<file path="src/core/davo_pkg.sv">
package davo_pkg;

  // Clock and sample timing.
  localparam int unsigned CLK_FREQ_HZ = 125_000_000;
  localparam int unsigned SAMPLE_RATE_SPS = 2000;
  localparam int unsigned SAMPLE_PERIOD_CYC = CLK_FREQ_HZ / SAMPLE_RATE_SPS;

  // Register map, byte addresses on the register read port.
  localparam int unsigned ADDR_W = 7;
  localparam logic [6:0] ADDR_Z_DANG_LOW = 7'h2c;
  localparam logic [6:0] ADDR_Z_DANG_HIGH = 7'h2e;
  localparam logic [6:0] ADDR_X_DVEL_LOW = 7'h30;
  localparam logic [6:0] ADDR_X_DVEL_HIGH = 7'h32;
  localparam logic [6:0] ADDR_Y_DVEL_LOW = 7'h34;
  localparam logic [6:0] ADDR_Y_DVEL_HIGH = 7'h36;
  localparam logic [6:0] ADDR_Z_DVEL_LOW = 7'h38;
  localparam logic [6:0] ADDR_Z_DVEL_HIGH = 7'h3a;

  // Word layout of each 32-bit delta result.
  localparam int unsigned WORD_W = 16;
  localparam int unsigned OUT_W = 32;
  localparam int unsigned HIGH_LSB = 16;
  localparam int unsigned LOW_LSB = 0;

  // Values and limits.
  localparam logic [31:0] OUT_RESET = 32'h0000_0000;
  localparam logic [31:0] SAT_POS = 32'h7fff_ffff;
  localparam logic [31:0] SAT_NEG = 32'h8000_0000;
  localparam logic [15:0] RDATA_UNMAPPED = 16'h0000;
  localparam logic [15:0] RDATA_RESET = 16'h0000;

  // Channel order in the integrator array.
  localparam int unsigned NUM_CH = 4;
  localparam int unsigned CH_Z_ANG = 0;
  localparam int unsigned CH_X_VEL = 1;
  localparam int unsigned CH_Y_VEL = 2;
  localparam int unsigned CH_Z_VEL = 3;

  typedef enum logic [1:0] {
    ST_IDLE = 2'b00,
    ST_ACCUM = 2'b01,
    ST_PUBLISH = 2'b11
  } davo_state_t;

endpackage

</file>
<file path="src/core/davo_outputs.sv">
`timescale 1ns/10ps
`default_nettype none

module davo_outputs
  import davo_pkg::*;
#(
  parameter int unsigned SAMPLE_DIV = SAMPLE_PERIOD_CYC,
  parameter int unsigned SAMPLE_W = 32,
  parameter int unsigned ACC_W = 50,
  parameter int unsigned DEC_W = 16
) (
  input wire logic MCLK,
  input wire logic RESETN,
  input wire logic [DEC_W-1:0] DECIMATION,
  input wire logic [SAMPLE_W-1:0] RATE_Z,
  input wire logic [SAMPLE_W-1:0] ACCEL_X,
  input wire logic [SAMPLE_W-1:0] ACCEL_Y,
  input wire logic [SAMPLE_W-1:0] ACCEL_Z,
  input wire logic REG_RD,
  input wire logic [ADDR_W-1:0] REG_ADDR,
  output logic [WORD_W-1:0] REG_RDATA,
  output logic REG_RVALID,
  output logic DATA_UPDATE,
  output logic SAMPLE_TICK
);

  localparam int unsigned DIV_W = (SAMPLE_DIV > 1) ? $clog2(SAMPLE_DIV) : 1;
  localparam logic [DIV_W-1:0] DIV_LAST = DIV_W'(SAMPLE_DIV - 1);

  // Saturating halving of a pair-sum total to the 32-bit output format.
  function automatic logic [OUT_W-1:0] davo_sat_half(input logic [ACC_W-1:0] total);
    logic [ACC_W-1:0] half;
    logic [OUT_W-1:0] result;
    half = {total[ACC_W-1], total[ACC_W-1:1]};
    if ((&half[ACC_W-1:OUT_W-1]) || !(|half[ACC_W-1:OUT_W-1])) begin
      result = half[OUT_W-1:0];
    end else if (half[ACC_W-1]) begin
      result = SAT_NEG;
    end else begin
      result = SAT_POS;
    end
    return result;
  endfunction

  // Sample-rate divider.
  logic [DIV_W-1:0] div_cnt;
  logic [DIV_W-1:0] next_div_cnt;
  logic tick;
  logic next_sample_tick;

  always_comb begin
    tick = (div_cnt == DIV_LAST);
    next_div_cnt = tick ? '0 : div_cnt + DIV_W'(1);
    next_sample_tick = tick;
  end

  always_ff @(posedge MCLK or negedge RESETN) begin
    if (!RESETN) begin
      div_cnt <= '0;
      SAMPLE_TICK <= 1'b0;
    end else begin
      div_cnt <= next_div_cnt;
      SAMPLE_TICK <= next_sample_tick;
    end
  end

  // Period sequencing.
  davo_state_t state;
  davo_state_t next_state;
  logic [DEC_W-1:0] smp_cnt;
  logic [DEC_W-1:0] next_smp_cnt;
  logic [DEC_W-1:0] dec_held;
  logic [DEC_W-1:0] next_dec_held;
  logic [DEC_W-1:0] dec_eff;
  logic period_start;
  logic last_sample;
  logic next_data_update;

  always_comb begin
    // The setting is caught at the first sample of a period so that a change made by
    // software mid-period never shortens or stretches the period already running.
    period_start = (smp_cnt == '0);
    dec_eff = period_start ? DECIMATION : dec_held;
    last_sample = tick && (smp_cnt == dec_eff);
    next_dec_held = (tick && period_start) ? DECIMATION : dec_held;
    next_smp_cnt = smp_cnt;
    if (tick) begin
      next_smp_cnt = last_sample ? '0 : smp_cnt + DEC_W'(1);
    end
    next_state = state;
    unique case (state)
      ST_IDLE: begin
        if (tick) begin
          next_state = last_sample ? ST_PUBLISH : ST_ACCUM;
        end
      end
      ST_ACCUM: begin
        if (last_sample) begin
          next_state = ST_PUBLISH;
        end
      end
      ST_PUBLISH: begin
        next_state = last_sample ? ST_PUBLISH : ST_ACCUM;
      end
      default: begin
        next_state = ST_IDLE;
      end
    endcase
    // With a zero setting this pulses once per sample, which the host uses to
    // measure the true sample rate.
    next_data_update = (state == ST_PUBLISH);
  end

  always_ff @(posedge MCLK or negedge RESETN) begin
    if (!RESETN) begin
      state <= ST_IDLE;
      smp_cnt <= '0;
      dec_held <= '0;
      DATA_UPDATE <= 1'b0;
    end else begin
      state <= next_state;
      smp_cnt <= next_smp_cnt;
      dec_held <= next_dec_held;
      DATA_UPDATE <= next_data_update;
    end
  end

  // Integrators: z rate for the angle, three accelerations for velocity.
  logic [SAMPLE_W-1:0] ch_sample [NUM_CH];
  logic [ACC_W-1:0] ch_acc [NUM_CH];
  logic [OUT_W-1:0] delta [NUM_CH];
  logic [OUT_W-1:0] next_delta [NUM_CH];

  always_comb begin
    ch_sample[CH_Z_ANG] = RATE_Z;
    ch_sample[CH_X_VEL] = ACCEL_X;
    ch_sample[CH_Y_VEL] = ACCEL_Y;
    ch_sample[CH_Z_VEL] = ACCEL_Z;
  end

  // Inputs arrive prescaled so that one count is one output count per sample period,
  // with the angle full scale chosen for the gyro variant; halving the pair sum then
  // gives the 1/(2fs) factor without a divider.
  genvar ch;
  generate
    for (ch = 0; ch < NUM_CH; ch++) begin : g_ch
      davo_trap #(
        .SAMPLE_W(SAMPLE_W),
        .ACC_W(ACC_W)
      ) u_trap (
        .clk(MCLK),
        .rst_n(RESETN),
        .sample_en(tick),
        .period_start(period_start),
        .sample_in(ch_sample[ch]),
        .acc(ch_acc[ch])
      );

      always_comb begin
        next_delta[ch] = delta[ch];
        if (state == ST_PUBLISH) begin
          next_delta[ch] = davo_sat_half(ch_acc[ch]);
        end
      end

      // One 32-bit register per axis keeps both words from the same period.
      always_ff @(posedge MCLK or negedge RESETN) begin
        if (!RESETN) begin
          delta[ch] <= OUT_RESET;
        end else begin
          delta[ch] <= next_delta[ch];
        end
      end
    end
  endgenerate

  // Register read port; the low address bit selects the same 16-bit register.
  logic [WORD_W-1:0] next_rdata;
  logic [ADDR_W-1:0] word_addr;

  always_comb begin
    word_addr = {REG_ADDR[ADDR_W-1:1], 1'b0};
    next_rdata = REG_RDATA;
    if (REG_RD) begin
      unique case (word_addr)
        ADDR_Z_DANG_LOW: next_rdata = delta[CH_Z_ANG][LOW_LSB +: WORD_W];
        ADDR_Z_DANG_HIGH: next_rdata = delta[CH_Z_ANG][HIGH_LSB +: WORD_W];
        ADDR_X_DVEL_LOW: next_rdata = delta[CH_X_VEL][LOW_LSB +: WORD_W];
        ADDR_X_DVEL_HIGH: next_rdata = delta[CH_X_VEL][HIGH_LSB +: WORD_W];
        ADDR_Y_DVEL_LOW: next_rdata = delta[CH_Y_VEL][LOW_LSB +: WORD_W];
        ADDR_Y_DVEL_HIGH: next_rdata = delta[CH_Y_VEL][HIGH_LSB +: WORD_W];
        ADDR_Z_DVEL_LOW: next_rdata = delta[CH_Z_VEL][LOW_LSB +: WORD_W];
        ADDR_Z_DVEL_HIGH: next_rdata = delta[CH_Z_VEL][HIGH_LSB +: WORD_W];
        default: next_rdata = RDATA_UNMAPPED;
      endcase
    end
  end

  always_ff @(posedge MCLK or negedge RESETN) begin
    if (!RESETN) begin
      REG_RDATA <= RDATA_RESET;
      REG_RVALID <= 1'b0;
    end else begin
      REG_RDATA <= next_rdata;
      REG_RVALID <= REG_RD;
    end
  end

endmodule

`default_nettype wire

</file>
<file path="src/core/davo_trap.sv">
`timescale 1ns/10ps
`default_nettype none

// Trapezoidal pair-sum accumulator for one axis.
module davo_trap #(
  parameter int unsigned SAMPLE_W = 32,
  parameter int unsigned ACC_W = 50
) (
  input wire logic clk,
  input wire logic rst_n,
  input wire logic sample_en,
  input wire logic period_start,
  input wire logic [SAMPLE_W-1:0] sample_in,
  output logic [ACC_W-1:0] acc
);

  logic [SAMPLE_W-1:0] prev;
  logic [SAMPLE_W-1:0] next_prev;
  logic [ACC_W-1:0] next_acc;
  logic [ACC_W-1:0] pair_sum;

  always_comb begin
    // The previous sample carries across the period boundary, so the first pair of a
    // period uses the last sample of the period before.
    pair_sum = ACC_W'($signed(sample_in)) + ACC_W'($signed(prev));
    next_prev = prev;
    next_acc = acc;
    if (sample_en) begin
      next_prev = sample_in;
      if (period_start) begin
        next_acc = pair_sum;
      end else begin
        next_acc = acc + pair_sum;
      end
    end
  end

  always_ff @(posedge clk or negedge rst_n) begin
    if (!rst_n) begin
      prev <= '0;
      acc <= '0;
    end else begin
      prev <= next_prev;
      acc <= next_acc;
    end
  end

endmodule

`default_nettype wire

</file>
<file path="config.mk">
export PLATFORM = sky130hd
export DESIGN_NAME = davo_outputs
export DESIGN_NICKNAME = d
export VERILOG_FILES = /design/src/core/davo_pkg.sv /design/src/core/davo_outputs.sv /design/src/core/davo_trap.sv
export SDC_FILE = /design/constraint.sdc
export NUM_CORES = 2
export LEC_CHECK = 0
export BUFFER_PORTS_ARGS = -buffer_cell sky130_fd_sc_hd__buf_2
export CORE_MARGIN = 4
export CORE_UTILIZATION = 64
export DETAILED_ROUTE_END_ITERATION = 10
export PLACE_DENSITY_LB_ADDON = 0.12
export SLEW_MARGIN = 20
export SYNTH_ARGS = -nofsm -noshare
export SYNTH_HDL_FRONTEND = slang
export SYNTH_SLANG_ARGS = --single-unit
</file>
<file path="constraint.sdc">
create_clock -name MCLK -period 7.79 [get_ports MCLK]
set_input_delay 0.779 -clock MCLK [delete_from_list [all_inputs] [get_ports MCLK]]
set_output_delay 0.779 -clock MCLK [all_outputs]
set_load 0.01 [all_outputs]
</file>
======== After elaboration in Yosys (flattened, before gate mapping) ========
Index checks and enable logic that the tools add are counted.
word-level totals
  bits in registers ....................... 525
  bits in latches ......................... 0
  bits in writable memories ............... 0
  bits in read-only memories .............. 0
  input bits .............................. 154
  output and inout bits ................... 19
  word-level logic and storage cells ...... 85
  memories ................................ 0
cells by class
  add/subtract/negate cells ............... 10
  $mul .................................... 0
  div/mod/pow operators ................... 0
  magnitude comparators ................... 0
  eq/ne operators ......................... 14
  shift operators ......................... 0
  mux-type cells .......................... 20
  bitwise operators ....................... 0
  reduce and logical (&&, ||, !) cells .... 21
operators with widths
  operator                 count
  $mux W32                 8
  $add A50 B50 Y50         4
  $mux W50                 4
  $add A32 B32 Y33         4
  $pmux W16 S8             1
  $reduce_and A18 Y1       4
  $reduce_or A18 Y1        4
  $eq A6 B5 Y1 const B     8
  $mux W16                 3
  $add A16 B1 Y16 const B  2
  $eq A16 B16 Y1           1
  $eq A16 B16 Y1 const B   1
  $logic_not A16 Y1        1
  $mux W2                  3
  $pmux W2 S3              1
  $logic_not A1 Y1         4
  $logic_or A1 B1 Y1       4
  $ne A2 B2 Y1 const B     2
  $eq A2 B1 Y1 const B     1
  $eq A2 B2 Y1 const B     1
  $logic_and A1 B1 Y1      2
  $logic_not A2 Y1         1
  $reduce_and A2 Y1        1

======== Longest topological paths before layout ========
  word-level depth ........................ 7
  depth in mapped cells ................... 26
  depth with buffers taken out ............ 25

======== Hierarchy ========
Synthesis repeated with hierarchy kept, for this count alone.
second synthesis, totals
  cells, all modules ...................... 4652
  area, all modules ....................... 40717.8 um^2
modules (own cells, without submodules)
  module                           times used  cells an instance  area each (um^2)
  davo_trap at g_ch[2].u_trap ...  2           898                7659.8
  davo_outputs                     1           1024               9806.9
  davo_trap at g_ch[1].u_trap      1           950                7960.1
  davo_trap at g_ch[0].u_trap      1           882                7631.1

======== Least setup slack after synthesis ========
OpenSTA, ideal clock, no wires.
  path type ............................... input -> register
  start point ............................. input port ACCEL_Z[0]
  end point ............................... register g_ch[3].u_trap.acc[44]
  library setup time ...................... 0.136 ns
  arrival ................................. 5.717 ns
  slack ................................... 1.937 ns
  stages .................................. 22
  cells stage by stage .................... ha_1 > inv_1 > fa_1 > nor2b_1 > o21ai_0 > a21oi_1 > nor2_1 > o22ai_1 > a31oi_1 > o21a_1 > o21ai_0 > nand2_1 > ha_1 > clkbuf_1 > nand4_1 > or2_2 > or4_1 > a31o_2 > a21bo_2 > a21o_1 > a31oi_1 > o21ai_0
on the way
  word-level cells in the longest chain between the ends .. 3
RTL lines
  element               RTL line            RTL
  from (decl)           davo_outputs.sv:18  input wire logic [SAMPLE_W-1:0] ACCEL_Z,
  $add A32 B32 Y33 (*)  davo_trap.sv:25     pair_sum = ACC_W'($signed(sample_in)) + ACC_W'($signed(prev));
  $add A50 B50 Y50      davo_trap.sv:33     next_acc = acc + pair_sum;
  $mux W50 (*)          davo_trap.sv:30     if (period_start) begin
  to (signal assigned)  davo_trap.sv:44     acc <= next_acc;
  to (decl)             davo_trap.sv:14     output logic [ACC_W-1:0] acc
Mark *: on every way between the ends. The rest lies on a longest branch, timed or not.
A chain may end at the register's enable or synchronous reset.

======== Worst setup path after layout ========
  start point ............................. register g_ch[0].u_trap.prev[8]
  end point ............................... register g_ch[0].u_trap.acc[43]
on the way
  word-level cells in the longest chain between the ends .. 3
RTL lines
  element                 RTL line         RTL
  from (decl)             davo_trap.sv:17  logic [SAMPLE_W-1:0] prev;
  from (signal assigned)  davo_trap.sv:43  prev <= next_prev;
  $add A32 B32 Y33 (*)    davo_trap.sv:25
  $add A50 B50 Y50        davo_trap.sv:33
  $mux W50 (*)            davo_trap.sv:30
  to (signal assigned)    davo_trap.sv:44
  to (decl)               davo_trap.sv:14
Marked as above.

==> summary.md <==
| Metric | Value |
|---|---|
| Status | `completed` |
| Synth Warn # | `0` |
| Gate count after technology mapping | `5044` |
| Largest net degree at the start of global routing | `185` |
| Crit path capture type | `register` |
| Initial antenna violation count | `3` |
| Vias per Instance | `6.218` |
| Nets | `5547` |
| Critical path's slowest cell | `a2111oi_0` |
| Die area | `67300 um2` |
| CTS HTree Levels | `2` |
| Share of layout cells above drive strength 1 | `0.06931` |
| Flops & latches, synth | `525` |
| Via count | `36880` |
| VDD IR max | `0.0002135 V` |
| Sequential-to-total area share from yosys stat | `0.3247` |
| Post-Route WL | `108900 um` |
| Fill count | `5120` |
| Clk_lat worst skew | `650 ps` |
| Unique masters post-synth | `92` |
| Clk root buf | `clkbuf_16` |
| Most frequent cells in the layout | `824 x nand2_1, 686 x a21oi_1, 525 x dfrtp_1` |
| Mapped cell area | `40460 um2` |
| Setup_tns | `0 ps` |
| WHS | `179.8 ps` |
| Core area | `62170 um2` |
| Most used DFF post-synth | `dfrtp_1` |
| Mapped Nets | `5545` |
| Syn Area/Cell | `8.021 um2` |
| MaxCap Viol Count | `0` |
| Global-route wire length before repair | `177000 um` |
| Number of I/O port buffers | `171` |
| Clk buf depth | `3` |
| Final HPWL DP | `77010 um` |
| Clk slew on worst S/H paths | `60 ps` |
| Multi-input gate area | `25960 um2` |
| Io pins | `173` |
| PD cells | `174.7 nW/um2` |
| Cts bufs inserted | `59` |
| Worst-Margin Slew | `1165 ps` |
| Initial core utilization | `0.6508` |
| Drt initial violations | `3028` |
| Drt wl/cell | `18.37 um` |
| Static leakage | `0.01983 uW` |
| CP Cell Sequence | `ha_1 > a2111o_1 > a2111oi_0 > nor4b_1 > a2111oi_0 > nor2_1 > a31oi_1 > xnor2_1 > ha_1 > a21o_1 > a2111oi_0 > nor3_1 > o21bai_1 > a41oi_1 > o41a_1 > a221o_1 > nand4_1 > mux2_2 > a22oi_1` |
| Post CTS Setup Buffer Count | `0` |
| First-pass DRT Iterations | `9` |
| Fin. Hold Viols | `0` |
| WS Path Type | `reg -> reg` |
| Hold crit path type | `in -> async` |
| Cell row count | `91` |
| DIE HEIGHT | `259.4 um` |
| Fin worst setup slack | `1198 ps` |
| Crit path required time | `8340 ps` |
| Vias in the first global route | `34500` |
| CP max stage delay | `710 ps` |
| EDFF count, synth | `0` |
| Post-route minimum period | `6592 ps` |
| Most common cell after layout, fill and taps aside | `nand2_1` |
| Startpoint class of the critical path | `register` |
| Clock sink count | `525` |
| Most frequent cell on the critical path | `a2111oi_0` |
| Congestion Overflow GR | `0` |
| Final GP Congestion | `0.9689` |
| Core Util, Final | `0.7050` |
| Dpl ws | `890.2 ps` |
| Reg area | `13140 um2` |
| Area Growth Syn to Fin | `8.332%` |
| Post-CTS sizing | `0` |
| Hold Buf Count CTS | `0` |
| CTS tree | `yes` |
| Worst Path Arrival | `7140 ps` |
| Rel. slew slack | `0.2236` |
| Final period util | `0.8462` |
| RSZ-0062 raised after global routing | `false` |
| Worst Path Buf+Inv | `0` |
| Residual DRC | `0` |
| Setup Skew | `19.02 ps` |
| CP top delay family | `compound AO/OA/AOI/OAI gates` |
| Async set-or-reset flop fraction in the synthesized netlist | `1.000` |
| Slew Viols, Final | `0` |
| Antenna viol nets, final | `0` |
| Die W | `259.4 um` |
| CP max FO | `6` |
| Max Clk Rate | `151.7 MHz` |
| Setup violations, final | `0` |
| GRT Total Usage | `0.3166` |
==> area by class of cell <==
type / instances / area share
timing repair buffer: 199 / 0.02683
antenna: 1 / 0.00005710
sequential: 525 / 0.2998
clock inverter: 27 / 0.008764
multi-input combinational: 4140 / 0.5923
clock buffer: 81 / 0.03785
tap: 837 / 0.02389
inverter: 121 / 0.01053
==> per-stage QoR <==
step | std cells | total power [uW] | instance area (um2)
finish | 5931 | 7655 | 43830
detailed placement | 5821 | 4664 | 41750
CTS | 5929 | 7673 | 43790
global route | 5931 | 8027 | 43830
global placement | 5821 | 4635 | 41750
floorplan | 5044 | 4233 | 40460
==> path summary, 6_finish.rpt <==
kind / startpoint / to / slack (ps) / cells after the start
min in group MCLK: RATE_Z[0] / g_ch[0].u_trap.prev[0]$_DFFE_PN0P_ / 340 / 3
worst min-delay path: RESETN / g_ch[1].u_trap.prev[17]$_DFFE_PN0P_ / 180 / 1
worst max-delay path: g_ch[0].u_trap.prev[8]$_DFFE_PN0P_ / g_ch[0].u_trap.acc[43]$_DFFE_PN0P_ / 1200 / 19
worst max register to register: g_ch[0].u_trap.prev[8]$_DFFE_PN0P_ / g_ch[0].u_trap.acc[43]$_DFFE_PN0P_ / 1200 / 19
max in group asynchronous: RESETN / div_cnt[12]$_DFF_PN0_ / 6270 / 2
worst min register to register: dec_held[15]$_DFFE_PN0P_ / dec_held[15]$_DFFE_PN0P_ / 480 / 2
==> worst register-to-register path, cell delays in order, from the launching register on <==
cell	delay [ps]
dfrtp_1	380
ha_1	320
a2111o_1	470
a2111oi_0	680
nor4b_1	200
a2111oi_0	710
nor2_1	160
a31oi_1	230
xnor2_1	190
ha_1	350
a21o_1	200
a2111oi_0	520
nor3_1	150
o21bai_1	290
a41oi_1	220
o41a_1	420
a221o_1	410
nand4_1	130
mux2_2	340
a22oi_1	130
==> cells in the mapped netlist, types with 11 or more instances <==
| cell type | instances | area share |
|---|---|---|
| xor2_1 | 105 | 0.023 |
| a2111oi_0 | 15 | 0.0032 |
| mux2i_1 | 55 | 0.014 |
| or2_2 | 11 | 0.0017 |
| inv_1 | 120 | 0.011 |
| o21ai_1 | 13 | 0.0016 |
| nor4_1 | 29 | 0.0045 |
| or3_1 | 23 | 0.0036 |
| and3_1 | 51 | 0.0079 |
| o31ai_1 | 18 | 0.0033 |
| a21o_1 | 233 | 0.043 |
| nand2b_1 | 48 | 0.0074 |
| or4_1 | 11 | 0.0020 |
| o21bai_1 | 56 | 0.010 |
| a222oi_1 | 16 | 0.0040 |
| xnor2_1 | 201 | 0.044 |
| nand2_1 | 824 | 0.076 |
| a21oi_1 | 686 | 0.085 |
| ha_1 | 339 | 0.10 |
| a211oi_1 | 28 | 0.0052 |
| dfrtp_1 | 525 | 0.32 |
| o221ai_1 | 23 | 0.0050 |
| nor3_1 | 47 | 0.0058 |
| nand3_1 | 81 | 0.010 |
| a31oi_1 | 64 | 0.0099 |
| a211o_1 | 13 | 0.0028 |
| o22ai_1 | 28 | 0.0043 |
| and4_1 | 15 | 0.0032 |
| and2_1 | 19 | 0.0029 |
| buf_1 | 12 | 0.0011 |
| nand4_1 | 73 | 0.011 |
| o211ai_1 | 26 | 0.0048 |
| o21a_1 | 66 | 0.012 |
| o21ai_0 | 273 | 0.034 |
| nor2b_1 | 40 | 0.0062 |
| clkbuf_1 | 241 | 0.022 |
| nor2_1 | 438 | 0.041 |
==> metal layers <==
metal / up-vias / share of wire / global-route usage
li1: 18110 / - / -
met1: 17430 / 0.45 / 0.4482
met2: 1106 / 0.45 / 0.4967
met3: 226 / 0.073 / 0.05346
met4: 4 / 0.035 / 0.1057
met5: - / 0.00021 / 0
==> power breakdown <==
group	switching [uW]	internal [uW]
combinational	1120	795
sequential	10.7	2740
clock	1220	1780
==> registers in the layout, summed over array words and instances (netlist names) <==
| name | count |
|---|---|
| REG_RVALID | 1 |
| g_ch.u_trap.acc | 200 |
| REG_RDATA | 16 |
| DATA_UPDATE | 1 |
| SAMPLE_TICK | 1 |
| delta | 128 |
| g_ch.u_trap.prev | 128 |
| dec_held | 16 |
| smp_cnt | 16 |
| div_cnt | 16 |
| state | 2 |
==> kinds of logic (layout without fill, tap and decap cells) <==
kind of cell             count (synthesis)  count (layout)  share of synthesized area
AND/OR/NAND/NOR                       1744            1744                     0.1905
AO/OA/AOI/OAI                         1678            1678                     0.2576
flip-flops                             525             525                     0.3247
buffers and inverters                  379             428                    0.03538
adder cells (fa/ha/maj)                347             347                     0.1088
XOR/XNOR                               306             306                    0.06624
multiplexers                            65              65                    0.01667
other                                    0               1                          0
(Power assumes the default switching activity.)
